[config.mk]
export PLATFORM = sky130hd
export DESIGN_NAME = brk_top
export DESIGN_NICKNAME = d
export VERILOG_FILES = /design/src/rtl/brk_top.v /design/src/rtl/brk_chan.v
export VERILOG_INCLUDE_DIRS = /design/src /design/src/rtl
export SDC_FILE = /design/constraint.sdc
export NUM_CORES = 1
export LEC_CHECK = 0
export ABC_AREA = 0
export BUFFER_PORTS_ARGS = -buffer_cell sky130_fd_sc_hd__buf_2
export CORE_ASPECT_RATIO = 1.25
export CORE_MARGIN = 8
export CORE_UTILIZATION = 45
export CTS_CLUSTER_DIAMETER = 50
export DETAILED_ROUTE_END_ITERATION = 8
export PLACE_DENSITY = 0.72
export SETUP_SLACK_MARGIN = 0.5
export SLEW_MARGIN = 20
export SYNTH_ARGS = -nofsm -noshare
export SYNTH_HDL_FRONTEND = slang
export SYNTH_SLANG_ARGS = --single-unit
[constraint.sdc]
create_clock -name SYS_CLK -period 3.5 [get_ports SYS_CLK]
set_input_delay 0.7 -clock SYS_CLK [delete_from_list [all_inputs] [get_ports SYS_CLK]]
set_output_delay 0.7 -clock SYS_CLK [all_outputs]
set_load 0.02 [all_outputs]
[src/rtl/brk_map.vh]
`ifndef BRK_MAP_VH
`define BRK_MAP_VH

// ----------------------------------------
// register offsets on the apb side
// ----------------------------------------
`define BRK_OFS_ADDR_A      8'h00
`define BRK_OFS_MASK_A      8'h04
`define BRK_OFS_CYC_A       8'h08
`define BRK_OFS_ADDR_B      8'h0C
`define BRK_OFS_MASK_B      8'h10
`define BRK_OFS_CYC_B       8'h14
`define BRK_OFS_DATA_B      8'h18
`define BRK_OFS_DMASK_B     8'h1C
`define BRK_OFS_CTRL        8'h20
`define BRK_OFS_REPEAT      8'h24
`define BRK_OFS_STATUS      8'h28
`define BRK_OFS_IRQ_MASK    8'h2C
`define BRK_OFS_TRACE_SRC   8'h30
`define BRK_OFS_TRACE_DST   8'h40
`define BRK_TRACE_IDX_HI    3
`define BRK_TRACE_IDX_LO    2
`define BRK_TRACE_BASE_MSK  8'hF0

// ----------------------------------------
// reset values
// ----------------------------------------
`define BRK_RST_WORD        32'h00000000
`define BRK_RST_CYC         8'h00
`define BRK_RST_REP         12'h000
`define BRK_RST_BITS2       2'h0
`define BRK_RST_CTRL        4'h0

// ----------------------------------------
// cycle select field layout
// ----------------------------------------
`define BRK_CYC_HI          7
`define BRK_BUS_HI          7
`define BRK_BUS_LO          6
`define BRK_KIND_HI         5
`define BRK_KIND_LO         4
`define BRK_DIR_HI          3
`define BRK_DIR_LO          2
`define BRK_SIZE_HI         1
`define BRK_SIZE_LO         0

// ----------------------------------------
// field codes
// ----------------------------------------
`define BRK_CODE_OFF        2'h0
`define BRK_BUS_IBUS        2'h2
`define BRK_KIND_FETCH      2'h1
`define BRK_KIND_DATA       2'h2
`define BRK_DIR_READ        2'h1
`define BRK_DIR_WRITE       2'h2

// ----------------------------------------
// control, repeat, status bits
// ----------------------------------------
`define BRK_CTL_SEQ         0
`define BRK_CTL_AFTER_A     1
`define BRK_CTL_AFTER_B     2
`define BRK_CTL_DBUS_B      3
`define BRK_CTL_HI          3
`define BRK_REP_HI          11
`define BRK_HITS_LO         16
`define BRK_HITS_HI         27
`define BRK_ST_A            0
`define BRK_ST_B            1
`define BRK_TRACE_DEPTH     4

`endif

[src/rtl/brk_top.v]
`timescale 1ns/1ps
`default_nettype none
`include "brk_map.vh"

// Functional notes
// - two channels, independent or sequential break
// - sequential: a then b, later cycle
// - 32-bit address compare, per-bit maskable
// - address from l bus or i bus
// - channel b only: masked 32-bit data compare
// - satisfied condition raises break request
// - fetch break before or after execution
// - channel b 12-bit repeat count
// - keep last four branch source/destination pairs
// - channel a address register, resets zero
// - mask bit 1 ignores address bit
// - cycle select bits 15:8 read zero
// - bus select: off, l, i, l
// - kind: off, fetch, data, either
// - direction: off, read, write, both
// - size: any, byte, word, longword
module brk_top (
  input  wire        SYS_CLK,
  input  wire        RESET_N,
  input  wire        PSEL,
  input  wire        PENABLE,
  input  wire        PWRITE,
  input  wire [7:0]  PADDR,
  input  wire [31:0] PWDATA,
  output reg  [31:0] PRDATA,
  output reg         PREADY,
  output reg         PSLVERR,
  input  wire        BUS_VALID,
  input  wire        BUS_IS_IBUS,
  input  wire [31:0] LBUS_ADDRESS,
  input  wire [31:0] IBUS_ADDRESS,
  input  wire [31:0] LOGIC_DATA_BUS,
  input  wire [31:0] INTERNAL_DATA_BUS,
  input  wire        BUS_FETCH,
  input  wire        BUS_WRITE,
  input  wire [1:0]  BUS_SIZE,
  input  wire        INSN_DONE,
  input  wire        BRANCH_VALID,
  input  wire [31:0] BRANCH_SRC,
  input  wire [31:0] BRANCH_DST,
  output reg         BREAK_REQ,
  output reg         IRQ
);

  // ----------------------------------------
  // software visible and internal state
  // ----------------------------------------
  reg  [31:0] break_addr_a;        // channel a address
  reg  [31:0] break_addr_mask_a;   // channel a address mask
  reg  [7:0]  break_cycle_select_a;// channel a cycle fields, upper byte not stored
  reg  [31:0] break_addr_b;        // channel b address
  reg  [31:0] break_addr_mask_b;   // channel b address mask
  reg  [7:0]  break_cycle_select_b;// channel b cycle fields
  reg  [31:0] break_data_b;        // channel b data
  reg  [31:0] break_data_mask_b;   // channel b data mask
  reg  [3:0]  break_ctrl;          // sequence, after-exec, data bus select
  reg  [11:0] repeat_count;        // channel b repeat target
  reg  [11:0] repeat_hits;         // channel b matches so far
  reg  [1:0]  status;              // sticky break events
  reg  [1:0]  irq_mask;            // 1 = event drives irq
  reg  [31:0] trace_src [0:3];     // branch sources, entry 0 newest
  reg  [31:0] trace_dst [0:3];     // branch destinations
  reg         armed_a;             // channel a seen, waiting for b
  reg         pend_a;              // after-exec break held for channel a
  reg         pend_b;              // after-exec break held for channel b

  // ----------------------------------------
  // channel comparators
  // ----------------------------------------
  wire match_a;        // channel a hit pulse
  wire fetch_a;        // that hit was a fetch
  wire match_b;        // channel b hit pulse
  wire fetch_b;        // that hit was a fetch

  // both channels watch one cpu bus
  // and pick their own address source
  // channel a has no data compare: full mask makes data always agree
  brk_chan u_chan_a (
    .clk               (SYS_CLK),
    .rst_n             (RESET_N),
    .cycle_select      (break_cycle_select_a),
    .break_addr        (break_addr_a),
    .addr_mask         (break_addr_mask_a),
    .break_data        (`BRK_RST_WORD),
    .data_mask         (~`BRK_RST_WORD),
    .data_bus_sel      (1'b0),
    .bus_valid         (BUS_VALID),
    .bus_is_ibus       (BUS_IS_IBUS),
    .lbus_address      (LBUS_ADDRESS),
    .ibus_address      (IBUS_ADDRESS),
    .logic_data_bus    (LOGIC_DATA_BUS),
    .internal_data_bus (INTERNAL_DATA_BUS),
    .bus_fetch         (BUS_FETCH),
    .bus_write         (BUS_WRITE),
    .bus_size          (BUS_SIZE),
    .match             (match_a),
    .match_fetch       (fetch_a)
  );

  // channel b compares data too, bus picked by control
  brk_chan u_chan_b (
    .clk               (SYS_CLK),
    .rst_n             (RESET_N),
    .cycle_select      (break_cycle_select_b),
    .break_addr        (break_addr_b),
    .addr_mask         (break_addr_mask_b),
    .break_data        (break_data_b),
    .data_mask         (break_data_mask_b),
    .data_bus_sel      (break_ctrl[`BRK_CTL_DBUS_B]),
    .bus_valid         (BUS_VALID),
    .bus_is_ibus       (BUS_IS_IBUS),
    .lbus_address      (LBUS_ADDRESS),
    .ibus_address      (IBUS_ADDRESS),
    .logic_data_bus    (LOGIC_DATA_BUS),
    .internal_data_bus (INTERNAL_DATA_BUS),
    .bus_fetch         (BUS_FETCH),
    .bus_write         (BUS_WRITE),
    .bus_size          (BUS_SIZE),
    .match             (match_b),
    .match_fetch       (fetch_b)
  );

  // ----------------------------------------
  // break condition combining
  // ----------------------------------------
  wire seq_mode = break_ctrl[`BRK_CTL_SEQ];

  // both requests share one output;
  // status bits tell them apart
  // in sequence mode a only arms; b must come in a later cycle
  wire cond_b   = seq_mode ? (match_b && armed_a) : match_b;
  wire fire_a   = !seq_mode && match_a;

  // a lowered target still needs that
  // many channel b hits after the write
  wire [11:0] hits_inc = repeat_hits + 12'h001;
  // zero or one in the target means break on the first hit
  wire rep_done = (hits_inc >= repeat_count);
  wire fire_b   = cond_b && rep_done;

  // only a fetch has an instruction
  // that can retire, so data never waits
  // fetch breaks set for after-exec wait for the instruction to retire
  wire hold_a   = fire_a && fetch_a && break_ctrl[`BRK_CTL_AFTER_A];
  wire hold_b   = fire_b && fetch_b && break_ctrl[`BRK_CTL_AFTER_B];
  wire rel_a    = pend_a && INSN_DONE;
  wire rel_b    = pend_b && INSN_DONE;
  wire ev_a     = (fire_a && !hold_a) || rel_a;
  wire ev_b     = (fire_b && !hold_b) || rel_b;

  // ----------------------------------------
  // apb decode
  // ----------------------------------------
  wire        apb_access = PSEL && PENABLE;
  wire        apb_done   = apb_access && PREADY;
  wire        wr_done    = apb_done && PWRITE;
  wire [1:0]  trace_idx  = PADDR[`BRK_TRACE_IDX_HI:`BRK_TRACE_IDX_LO];
  reg  [31:0] rd_mux;          // read data for the current address
  reg         rd_hit;          // address is mapped

  // read mux; unmapped addresses read zero and flag an error
  // reserved upper bits read zero
  always @* begin
    rd_mux = `BRK_RST_WORD;
    rd_hit = 1'b1;
    case (PADDR)
      `BRK_OFS_ADDR_A:   rd_mux = break_addr_a;
      `BRK_OFS_MASK_A:   rd_mux = break_addr_mask_a;
      `BRK_OFS_CYC_A:    rd_mux[`BRK_CYC_HI:0] = break_cycle_select_a;
      `BRK_OFS_ADDR_B:   rd_mux = break_addr_b;
      `BRK_OFS_MASK_B:   rd_mux = break_addr_mask_b;
      `BRK_OFS_CYC_B:    rd_mux[`BRK_CYC_HI:0] = break_cycle_select_b;
      `BRK_OFS_DATA_B:   rd_mux = break_data_b;
      `BRK_OFS_DMASK_B:  rd_mux = break_data_mask_b;
      `BRK_OFS_CTRL:     rd_mux[`BRK_CTL_HI:0] = break_ctrl;
      `BRK_OFS_REPEAT: begin
        rd_mux[`BRK_REP_HI:0]             = repeat_count;
        rd_mux[`BRK_HITS_HI:`BRK_HITS_LO] = repeat_hits;
      end
      `BRK_OFS_STATUS:   rd_mux[`BRK_ST_B:0] = status;
      `BRK_OFS_IRQ_MASK: rd_mux[`BRK_ST_B:0] = irq_mask;
      default: begin
        if ((PADDR & `BRK_TRACE_BASE_MSK) == `BRK_OFS_TRACE_SRC)
          rd_mux = trace_src[trace_idx];
        else if ((PADDR & `BRK_TRACE_BASE_MSK) == `BRK_OFS_TRACE_DST)
          rd_mux = trace_dst[trace_idx];
        else
          rd_hit = 1'b0;
      end
    endcase
  end

  // ----------------------------------------
  // apb response: ready one cycle into access
  // ----------------------------------------
  // prdata is captured one edge before completion and held stable
  // the wait state puts a register
  // behind the wide read mux
  // writes return zero data
  always @(posedge SYS_CLK or negedge RESET_N) begin
    if (!RESET_N) begin
      PREADY  <= 1'b0;
      PSLVERR <= 1'b0;
      PRDATA  <= `BRK_RST_WORD;
    end else if (apb_access && !PREADY) begin
      PREADY  <= 1'b1;
      PSLVERR <= !rd_hit;
      PRDATA  <= PWRITE ? `BRK_RST_WORD : rd_mux;
    end else begin
      PREADY  <= 1'b0;
      PSLVERR <= 1'b0;
      PRDATA  <= `BRK_RST_WORD;
    end
  end

  // ----------------------------------------
  // configuration writes
  // ----------------------------------------
  // status and trace ignore writes,
  // with no error response
  // unused upper bits are dropped
  always @(posedge SYS_CLK or negedge RESET_N) begin
    if (!RESET_N) begin
      break_addr_a         <= `BRK_RST_WORD;
      break_addr_mask_a    <= `BRK_RST_WORD;
      break_cycle_select_a <= `BRK_RST_CYC;
      break_addr_b         <= `BRK_RST_WORD;
      break_addr_mask_b    <= `BRK_RST_WORD;
      break_cycle_select_b <= `BRK_RST_CYC;
      break_data_b         <= `BRK_RST_WORD;
      break_data_mask_b    <= `BRK_RST_WORD;
      break_ctrl           <= `BRK_RST_CTRL;
      repeat_count         <= `BRK_RST_REP;
      irq_mask             <= `BRK_RST_BITS2;
    end else if (wr_done) begin
      case (PADDR)
        `BRK_OFS_ADDR_A:   break_addr_a      <= PWDATA;
        `BRK_OFS_MASK_A:   break_addr_mask_a <= PWDATA;
        // upper byte has no storage, so it always reads zero
        `BRK_OFS_CYC_A:    break_cycle_select_a <= PWDATA[`BRK_CYC_HI:0];
        `BRK_OFS_ADDR_B:   break_addr_b      <= PWDATA;
        `BRK_OFS_MASK_B:   break_addr_mask_b <= PWDATA;
        `BRK_OFS_CYC_B:    break_cycle_select_b <= PWDATA[`BRK_CYC_HI:0];
        `BRK_OFS_DATA_B:   break_data_b      <= PWDATA;
        `BRK_OFS_DMASK_B:  break_data_mask_b <= PWDATA;
        `BRK_OFS_CTRL:     break_ctrl        <= PWDATA[`BRK_CTL_HI:0];
        `BRK_OFS_REPEAT:   repeat_count      <= PWDATA[`BRK_REP_HI:0];
        `BRK_OFS_IRQ_MASK: irq_mask          <= PWDATA[`BRK_ST_B:0];
        default: begin
          // read-only and unmapped words ignore writes
        end
      endcase
    end
  end

  // ----------------------------------------
  // sequence arm, repeat counter, after-exec holds
  // ----------------------------------------
  // a write to the repeat word restarts the count
  always @(posedge SYS_CLK or negedge RESET_N) begin
    if (!RESET_N) begin
      armed_a     <= 1'b0;
      repeat_hits <= `BRK_RST_REP;
      pend_a      <= 1'b0;
      pend_b      <= 1'b0;
    end else begin
      // arm on a, drop once b completes the pair
      if (!seq_mode)
        armed_a <= 1'b0;
      else if (match_a)
        armed_a <= 1'b1;
      else if (cond_b)
        armed_a <= 1'b0;
      // a software restart beats a hit
      if (wr_done && PADDR == `BRK_OFS_REPEAT)
        repeat_hits <= `BRK_RST_REP;
      else if (fire_b)
        repeat_hits <= `BRK_RST_REP;
      else if (cond_b)
        repeat_hits <= hits_inc;
      // a fresh hold wins over a release in the same cycle
      pend_a <= hold_a || (pend_a && !INSN_DONE);
      pend_b <= hold_b || (pend_b && !INSN_DONE);
    end
  end

  // ----------------------------------------
  // break request, status and interrupt
  // ----------------------------------------
  // read clears only bits seen in prdata, new events always win
  // irq uses the next status, so it
  // rises with the break request
  wire       st_read  = apb_done && !PWRITE && PADDR == `BRK_OFS_STATUS;
  wire [1:0] ev_bits  = {ev_b, ev_a};
  wire [1:0] clr_bits = st_read ? PRDATA[`BRK_ST_B:0] : `BRK_RST_BITS2;
  wire [1:0] next_status = (status & ~clr_bits) | ev_bits;

  always @(posedge SYS_CLK or negedge RESET_N) begin
    if (!RESET_N) begin
      BREAK_REQ <= 1'b0;
      status    <= `BRK_RST_BITS2;
      IRQ       <= 1'b0;
    end else begin
      BREAK_REQ <= ev_a || ev_b;
      status    <= next_status;
      IRQ       <= |(next_status & irq_mask);
    end
  end

  // ----------------------------------------
  // branch trace, newest in entry 0
  // ----------------------------------------
  // only reset empties the trace
  // software has no clear for it
  integer i;
  always @(posedge SYS_CLK or negedge RESET_N) begin
    if (!RESET_N) begin
      for (i = 0; i < `BRK_TRACE_DEPTH; i = i + 1) begin
        trace_src[i] <= `BRK_RST_WORD;
        trace_dst[i] <= `BRK_RST_WORD;
      end
    end else if (BRANCH_VALID) begin
      // oldest pair falls off the end
      for (i = `BRK_TRACE_DEPTH - 1; i > 0; i = i - 1) begin
        trace_src[i] <= trace_src[i-1];
        trace_dst[i] <= trace_dst[i-1];
      end
      trace_src[0] <= BRANCH_SRC;
      trace_dst[0] <= BRANCH_DST;
    end
  end

endmodule
`default_nettype wire

[src/rtl/brk_chan.v]
`timescale 1ns/1ps
`default_nettype none
`include "brk_map.vh"

// one break channel: all enabled criteria must agree in one bus cycle
module brk_chan (
  input  wire        clk,
  input  wire        rst_n,
  input  wire [7:0]  cycle_select,   // bus / kind / direction / size fields
  input  wire [31:0] break_addr,     // compare address
  input  wire [31:0] addr_mask,      // 1 = bit ignored
  input  wire [31:0] break_data,     // compare data
  input  wire [31:0] data_mask,      // 1 = bit ignored
  input  wire        data_bus_sel,   // 0 logic data bus, 1 internal data bus
  input  wire        bus_valid,      // a bus cycle this clock
  input  wire        bus_is_ibus,    // 1 = i bus cycle, 0 = l bus cycle
  input  wire [31:0] lbus_address,
  input  wire [31:0] ibus_address,
  input  wire [31:0] logic_data_bus,
  input  wire [31:0] internal_data_bus,
  input  wire        bus_fetch,      // 1 = instruction fetch
  input  wire        bus_write,      // 1 = write
  input  wire [1:0]  bus_size,       // 01 byte, 10 word, 11 longword
  output reg         match,          // one-cycle pulse, a cycle after the bus cycle
  output reg         match_fetch     // the matched cycle was a fetch
);

  // ----------------------------------------
  // field decode
  // ----------------------------------------
  wire [1:0]  sel_bus  = cycle_select[`BRK_BUS_HI:`BRK_BUS_LO];
  wire [1:0]  sel_kind = cycle_select[`BRK_KIND_HI:`BRK_KIND_LO];
  wire [1:0]  sel_dir  = cycle_select[`BRK_DIR_HI:`BRK_DIR_LO];
  wire [1:0]  sel_size = cycle_select[`BRK_SIZE_HI:`BRK_SIZE_LO];
  // all fields off keeps the channel silent
  wire        enabled  = |cycle_select;

  // address source: i bus for code 10, l bus for 01 and 11, the cycle's own bus for 00
  wire [31:0] cmp_addr = (sel_bus == `BRK_BUS_IBUS) ? ibus_address :
                         (sel_bus == `BRK_CODE_OFF) ?
                         (bus_is_ibus ? ibus_address : lbus_address) :
                         lbus_address;
  wire [31:0] cmp_data = data_bus_sel ? internal_data_bus : logic_data_bus;

  // ----------------------------------------
  // per-criterion checks, off = always true
  // ----------------------------------------
  wire addr_ok = ~|((cmp_addr ^ break_addr) & ~addr_mask);
  wire data_ok = ~|((cmp_data ^ break_data) & ~data_mask);
  wire bus_ok  = (sel_bus == `BRK_CODE_OFF) ||
                 ((sel_bus == `BRK_BUS_IBUS) ? bus_is_ibus : !bus_is_ibus);
  wire kind_ok = (sel_kind == `BRK_CODE_OFF) ||
                 (sel_kind[0] && bus_fetch) || (sel_kind[1] && !bus_fetch);
  wire dir_ok  = (sel_dir == `BRK_CODE_OFF) ||
                 (sel_dir[0] && !bus_write) || (sel_dir[1] && bus_write);
  wire size_ok = (sel_size == `BRK_CODE_OFF) || (sel_size == bus_size);

  wire hit = enabled && bus_valid && addr_ok && data_ok &&
             bus_ok && kind_ok && dir_ok && size_ok;

  // registered so the top sees clean single-cycle pulses
  always @(posedge clk or negedge rst_n) begin
    if (!rst_n) begin
      match       <= 1'b0;
      match_fetch <= 1'b0;
    end else begin
      match       <= hit;
      match_fetch <= hit && bus_fetch;
    end
  end

endmodule
`default_nettype wire

* Word-level counts from Yosys, hierarchy flattened *
Index checks and enable logic that the tools add are counted.

storage, ports and cells
  output and inout bits = 36
  word-level logic and storage cells = 211
  flip-flop bits (word level) = 539

operators by class
  $add $sub $neg = 1
  reductions and logical operators = 105
  magnitude comparators = 2
  equality and inequality tests = 18
  bitwise gates (word level) = 14
  multiplexer cells = 38

operator list
  cell                   number
  $mux 32                14
  $bmux 32 s2            2
  $and 32x32->32         3
  $not 32->32            3
  $pmux 12 s8            1
  $reduce_or 32->1       3
  $xor 32x32->32         3
  $pmux 4 s7             2
  $logic_and 1x1->1      43
  $pmux 4 s10            1
  $mux 12                3
  $eq 8x5->1 const B     4
  $eq 8x6->1 const B     4
  $pmux 4 s8             1
  $pmux 2 s12            1
  $pmux 2 s11            1
  $reduce_and 2->1       11
  $logic_or 1x1->1       17
  $eq 8x4->1 const B     2
  $logic_not 2->1        8
  $reduce_or 8->1        2
  $logic_not 1->1        13
  $add 12x1->12 const B  1
  $ge 12x12->1           1
  20 further kinds       34

* Longest topological paths before layout *
  depth after elaboration = 14
  mapped depth = 15

* Cells and area by module *
From an unflattened synthesis, not the netlist that was laid out.

unflattened totals
  cells, all modules = 2,256
  area, all modules = 28,374.7 µm²

modules (own cells, without submodules)
  module    area an instance (µm²)  cells each  times used  sequential area each (µm²)
  brk_top   23,912.9                1,660       1           13,387.8
  brk_chan  2,230.9                 298         2           50.0

* Worst setup path before layout *
No wires, ideal clock.

  path type = flip-flop to flip-flop
  from = register repeat_hits[0]
  to = register repeat_hits[7]
  path slack = 0.094 ns
  period minus slack after synthesis = 3.406 ns
  buffers on the path = 1
  required time = 3.421 ns
  stages on the path, launching flop included = 16
  arrival time = 3.327 ns
  cells stage by stage = dfrtp_1 > ha_1 > and3_1 > and3_1 > nand3_1 > and2_1 > or2_2 > ha_1 > a21o_1 > a21o_1 > a21o_1 > or3_1 > a21oi_1 > clkbuf_1 > a21oi_1 > mux2i_1

on the way
  longest elaborated chain between the ends = 5
  elaborated cells on any way between the ends = 7
  those cells by class = add/sub (1); order compare (1); mux (3); reduce/logical (2)

ends and longest elaborated chain
  item                    line           source
  from (decl)             brk_top.v:63   reg [11:0] repeat_hits;
  from (signal assigned)  brk_top.v:268  repeat_hits <= `BRK_RST_REP;
  from (signal assigned)  brk_top.v:281  repeat_hits <= `BRK_RST_REP;
  from (signal assigned)  brk_top.v:283  repeat_hits <= `BRK_RST_REP;
  $add 12x1->12 *         brk_top.v:141  wire [11:0] hits_inc = repeat_hits + 12'h001;
  $ge 12x12->1            brk_top.v:143  wire rep_done = (hits_inc >= repeat_count);
  $logic_and 1x1->1       brk_top.v:144  wire fire_b = cond_b && rep_done;
  $mux 12                 brk_top.v:282  else if (fire_b)
  $mux 12                 brk_top.v:280  if (wr_done && PADDR == `BRK_OFS_REPEAT)

Mark *: on every way between the ends. The rest lies on a longest branch, timed or not. The select of a mux whose other input is x is not followed.
A chain may end at the register's enable or synchronous reset.

* Final worst setup path *
  from = register repeat_hits[0]
  to = register repeat_hits[5]

The elaborated chain is that of the path after synthesis.

==> implementation parameters <==
Parameter                              Value

Run status
  Outcome ... complete, no violations

Global routing
  Number of antenna violations at the first check in global routing ... 11
  Overall routing resource usage ... 29.4%
  Global-route wire length before repair ... 144 mm
  Aggregate global routing overflow ... 0
  Via count of the first global-routing pass ... around 21,000
  Largest net degree at the start of global routing ... between 90 and 100

Clock tree
  Number of H-tree levels ... 2
  Clock latency reported for the late side of the worst-skew pair ... about 0.64 ns
  Hold bufs inserted after CTS ... 0
  Library cell used as clock root buffer ... sky130_fd_sc_hd__clkbuf_16
  Sinks on Clock Net ... ~540
  Longest Clk Path Bufs ... 3
  Number of buffers created by CTS ... 59
  Clock transition at the registers of the reported paths ... about 0.070 ns
  Clock tree from TritonCTS ... yes

Yosys
  Netlist area before placement ... between 20,000 and 30,000 µm²
  Average size of a mapped cell ... approximately 13 µm²
  Cell count after synthesis ... just over 2,000
  Post-synth ARST share ... 100%
  Fraction of synthesized cell area taken by the top area cell type ... 50.5%
  Flip-flop and latch count after synthesis ... roughly 540
  Synth area leader ... sky130_fd_sc_hd__dfrtp_1
  Main flop type after synthesis ... sky130_fd_sc_hd__dfrtp_1
  Commonest cells post-synth ... 539 x sky130_fd_sc_hd__dfrtp_1, 464 x sky130_fd_sc_hd__mux2_2, 80 x sky130_fd_sc_hd__a22oi_1
  Count of synthesis-stage warnings from yosys ... 0
  Dominant cell by count in the synthesized netlist ... sky130_fd_sc_hd__dfrtp_1
  Net count after synthesis ... around 2,300
  Synth top area cells ... sky130_fd_sc_hd__dfrtp_1 50%, sky130_fd_sc_hd__mux2_2 20%, sky130_fd_sc_hd__mux4_2 5.4%
  Synth unique cells ... 66
  Number of enable-type register cells in the synthesized netlist ... 0
  Sequential share of the synthesized area ... between 50% and 60%

Finish
  Final standard cell area without fillers ... between 30,000 and 40,000 µm²
  # fillers ... about 5,000
  Synth-to-layout area growth ... 19.4%
  Fraction of layout instances using a drive strength above 1 ... a little over two fifths
  Fin nets ... 2,641

Hold path
  Worst Hold Class ... in2async

Power and ir drop
  Switching Fraction ... 25.7%
  Leakage power ... 14.3 nW
  Internal power summed over all cells ... around 11 mW
  Portion of total power attributed to sequential cells ... 46.6%
  Logic pwr share ... between 10% and 20%
  Largest voltage drop on the vdd net ... ~530 µV
  Net load switching power ... roughly 3.9 mW
  Pwr dens ... 479 nW/µm²
  Part of the power in the clock network ... a little over two fifths

Route
  Count of vias placed by the detailed router ... between 20,000 and 25,000
  Uppermost metal layer occupied by signal nets ... met5
  Wirelength, routed ... about 100 mm
  Average detailed-routed wire length per instance ... roughly 31 µm
  DRT Pass-1 Iters ... 6
  Met3 wire length ... 7.02 mm
  Number of antenna-violating nets in the routed design ... 0
  Drt initial violations ... between 1,500 and 2,000
  Length of routed met2 wiring ... 48.3 mm
  Wire length on met1 ... roughly 38 mm
  Ratio of routed vias to standard cells ... ~6.3
  DRC viols ... 0

STA
  Setup clock skew after layout ... ~0.015 ns
  Fraction of the cycle the final worst path needs ... between 80% and 90%
  Setup-failing EPs final ... 0
  Headroom to the max-slew limit ... 31.2%
  Maximum clock frequency ... 321 MHz
  TNS Setup ... 0 ns
  Max Transition Viols Final ... 0
  Final Hold Viols ... 0
  Min Tclk post-route ... 3.11 ns
  RSZ-0062 raised after global routing ... yes
  Transition time at the pin with the least slew margin ... just over 1 ns
  Worst hold slack ... about 0.04 ns

Floorplanning
  Die width ... approximately 230 µm
  Floorplan Core Area ... 59,200 µm²
  Die Area ... 67,500 µm²
  I/O pin count ... between 200 and 300
  Number of placement rows ... 100
  Initial Util ... around 45%
  Die height ... slightly below 300 µm

Placement
  GPL Wtd Cong ... 1.01
  Number of I/O port buffers ... 280
  Hpwl dp ... approximately 75 mm
  Area after detailed placement ... 29,700 µm²

Setup path
  Required time of the worst setup path ... slightly above 4 ns
  Largest driver fanout on the critical path ... 16
  Endpoint kind of the worst setup timing path ... flip-flop
  Worst setup path class ... reg2reg
  Arrival time worst endpoint ... 3.69 ns
  Type of element launching the critical path ... flip-flop

Flow run
  # Max-Cap Violations ... 0
-- worst max-delay path, cell delays in order (launching register included) --
cell and delay [ns]:
sky130_fd_sc_hd__dfrtp_1 0.40, sky130_fd_sc_hd__ha_2 0.20, sky130_fd_sc_hd__and3_4 0.20, sky130_fd_sc_hd__and3_4 0.20, sky130_fd_sc_hd__nand3_2 0.10, sky130_fd_sc_hd__and2_4 0.17
sky130_fd_sc_hd__or2_4 0.23, sky130_fd_sc_hd__ha_4 0.15, sky130_fd_sc_hd__a21o_1 0.15, sky130_fd_sc_hd__a21o_1 0.15, sky130_fd_sc_hd__a21o_1 0.17, sky130_fd_sc_hd__or3_4 0.38
sky130_fd_sc_hd__a21oi_4 0.14, sky130_fd_sc_hd__buf_12 0.16, sky130_fd_sc_hd__and3_1 0.16, sky130_fd_sc_hd__a221o_1 0.10
-- metrics by stage --
stage | setup slack (ns) | total power [mW] | utilization, % | instances
floorplan | 0.519 | 8.16 | - | 2049
global placement | 0.143 | 8.88 | 50.3 | 3077
detailed placement | 0.117 | 9.01 | 50.3 | 3077
CTS | 0.412 | 15.4 | 53.8 | 3191
global route | 0.287 | 15.8 | 53.9 | 3199
finish | 0.388 | 15.3 | 53.9 | 3201
-- registers in the layout (all words and copies together), names as in the netlist, 2 cells and up --
register and cells:
PRDATA 32, break_addr_mask_a 32, break_ctrl 4, status 2, repeat_hits 12, irq_mask 2, trace_src 128, break_data_b 32
break_cycle_select_b 8, break_cycle_select_a 8, break_addr_b 32, break_data_mask_b 32, repeat_count 12, trace_dst 128, break_addr_a 32, break_addr_mask_b 32
-- cells by family after synthesis --
| logic type | share of synthesized area [%] |
|---|---|
| simple gates | 5.61 |
| flops | 50.5 |
| xor+xnor | 3.51 |
| fa+ha+maj | 0.608 |
| buf+inv | 2.41 |
| compound gates | 9.39 |
| mux | 28.0 |
-- power by group through the flow --
stage | clock network (mW) | registers [mW] | logic (mW)
6_report | 6.39 | 7.13 | 1.77
2_1_floorplan | 0 | 7.09 | 1.07
5_1_grt | 6.72 | 7.20 | 1.89
3_3_place_gp | 0 | 7.16 | 1.72
4_1_cts | 6.49 | 7.12 | 1.78
3_5_place_dp | 0 | 7.24 | 1.78
-- layout by cell type (no fill, tap or decap), types with 14 or more instances in the layout --
cell and instances:
sky130_fd_sc_hd__a22oi_1 80, sky130_fd_sc_hd__mux4_2 64, sky130_fd_sc_hd__nor2_1 59, sky130_fd_sc_hd__buf_4 92, sky130_fd_sc_hd__clkbuf_16 60, sky130_fd_sc_hd__o22ai_1 49
sky130_fd_sc_hd__buf_2 277, sky130_fd_sc_hd__nand2_1 68, sky130_fd_sc_hd__nor3b_1 23, sky130_fd_sc_hd__mux2i_1 77, sky130_fd_sc_hd__a31oi_1 19, sky130_fd_sc_hd__clkbuf_1 14
sky130_fd_sc_hd__mux2_2 464, sky130_fd_sc_hd__xnor2_1 33, sky130_fd_sc_hd__a211oi_1 21, sky130_fd_sc_hd__a22o_1 30, sky130_fd_sc_hd__nor3_1 17, sky130_fd_sc_hd__nand3b_1 17
sky130_fd_sc_hd__xor2_1 74, sky130_fd_sc_hd__o21ai_0 37, sky130_fd_sc_hd__a221oi_1 19, sky130_fd_sc_hd__a21oi_1 35, sky130_fd_sc_hd__nor2b_1 23, sky130_fd_sc_hd__buf_12 23
sky130_fd_sc_hd__inv_1 26, sky130_fd_sc_hd__dfrtp_1 537
-- path summary, 6_finish.rpt --
path / slack, ns / cells past startpoint / endpoint / start
worst max-delay path: 0.39 / 15 / repeat_hits[5] / repeat_hits[0]
worst min-delay path: 0.04 / 1 / break_data_b[3] / RESET_N
worst max register to register: 0.39 / 15 / repeat_hits[5] / repeat_hits[0]
worst min register to register: 0.50 / 1 / trace_src[5] / trace_src[5]
max in group asynchronous: 2.36 / 3 / repeat_count[1] / RESET_N
min in group SYS_CLK: 0.30 / 2 / trace_dst[98] / BRANCH_DST[2]
-- final cells by class --
class	count	area, µm²	share of cell area, %
flip-flops and latches	539	13500	42.3
multi-input cells	1362	12800	40.0
repair buffers	395	2580	8.08
clock buffers	86	1720	5.39
well taps	765	957	3.00
clock inverters	22	277	0.866
inverters	26	97.6	0.306
diodes	6	15.0	0.0470
-- metal layers --
metal | track usage (%) | up-vias
met5 | 0 | -
met4 | 17.1 | 8
met3 | 5.09 | 306
met2 | 48.6 | 938
met1 | 35.9 | 10500
li1 | - | 8410
-- what timing repair did --
item / CTS / global route
pin swaps: 1 / 5
endpoints found under the setup margin: 16 / 18
resized for setup: 7 / 11
buffers inserted: 6 / 4
Note: power is estimated with default switching activity, not from simulation.
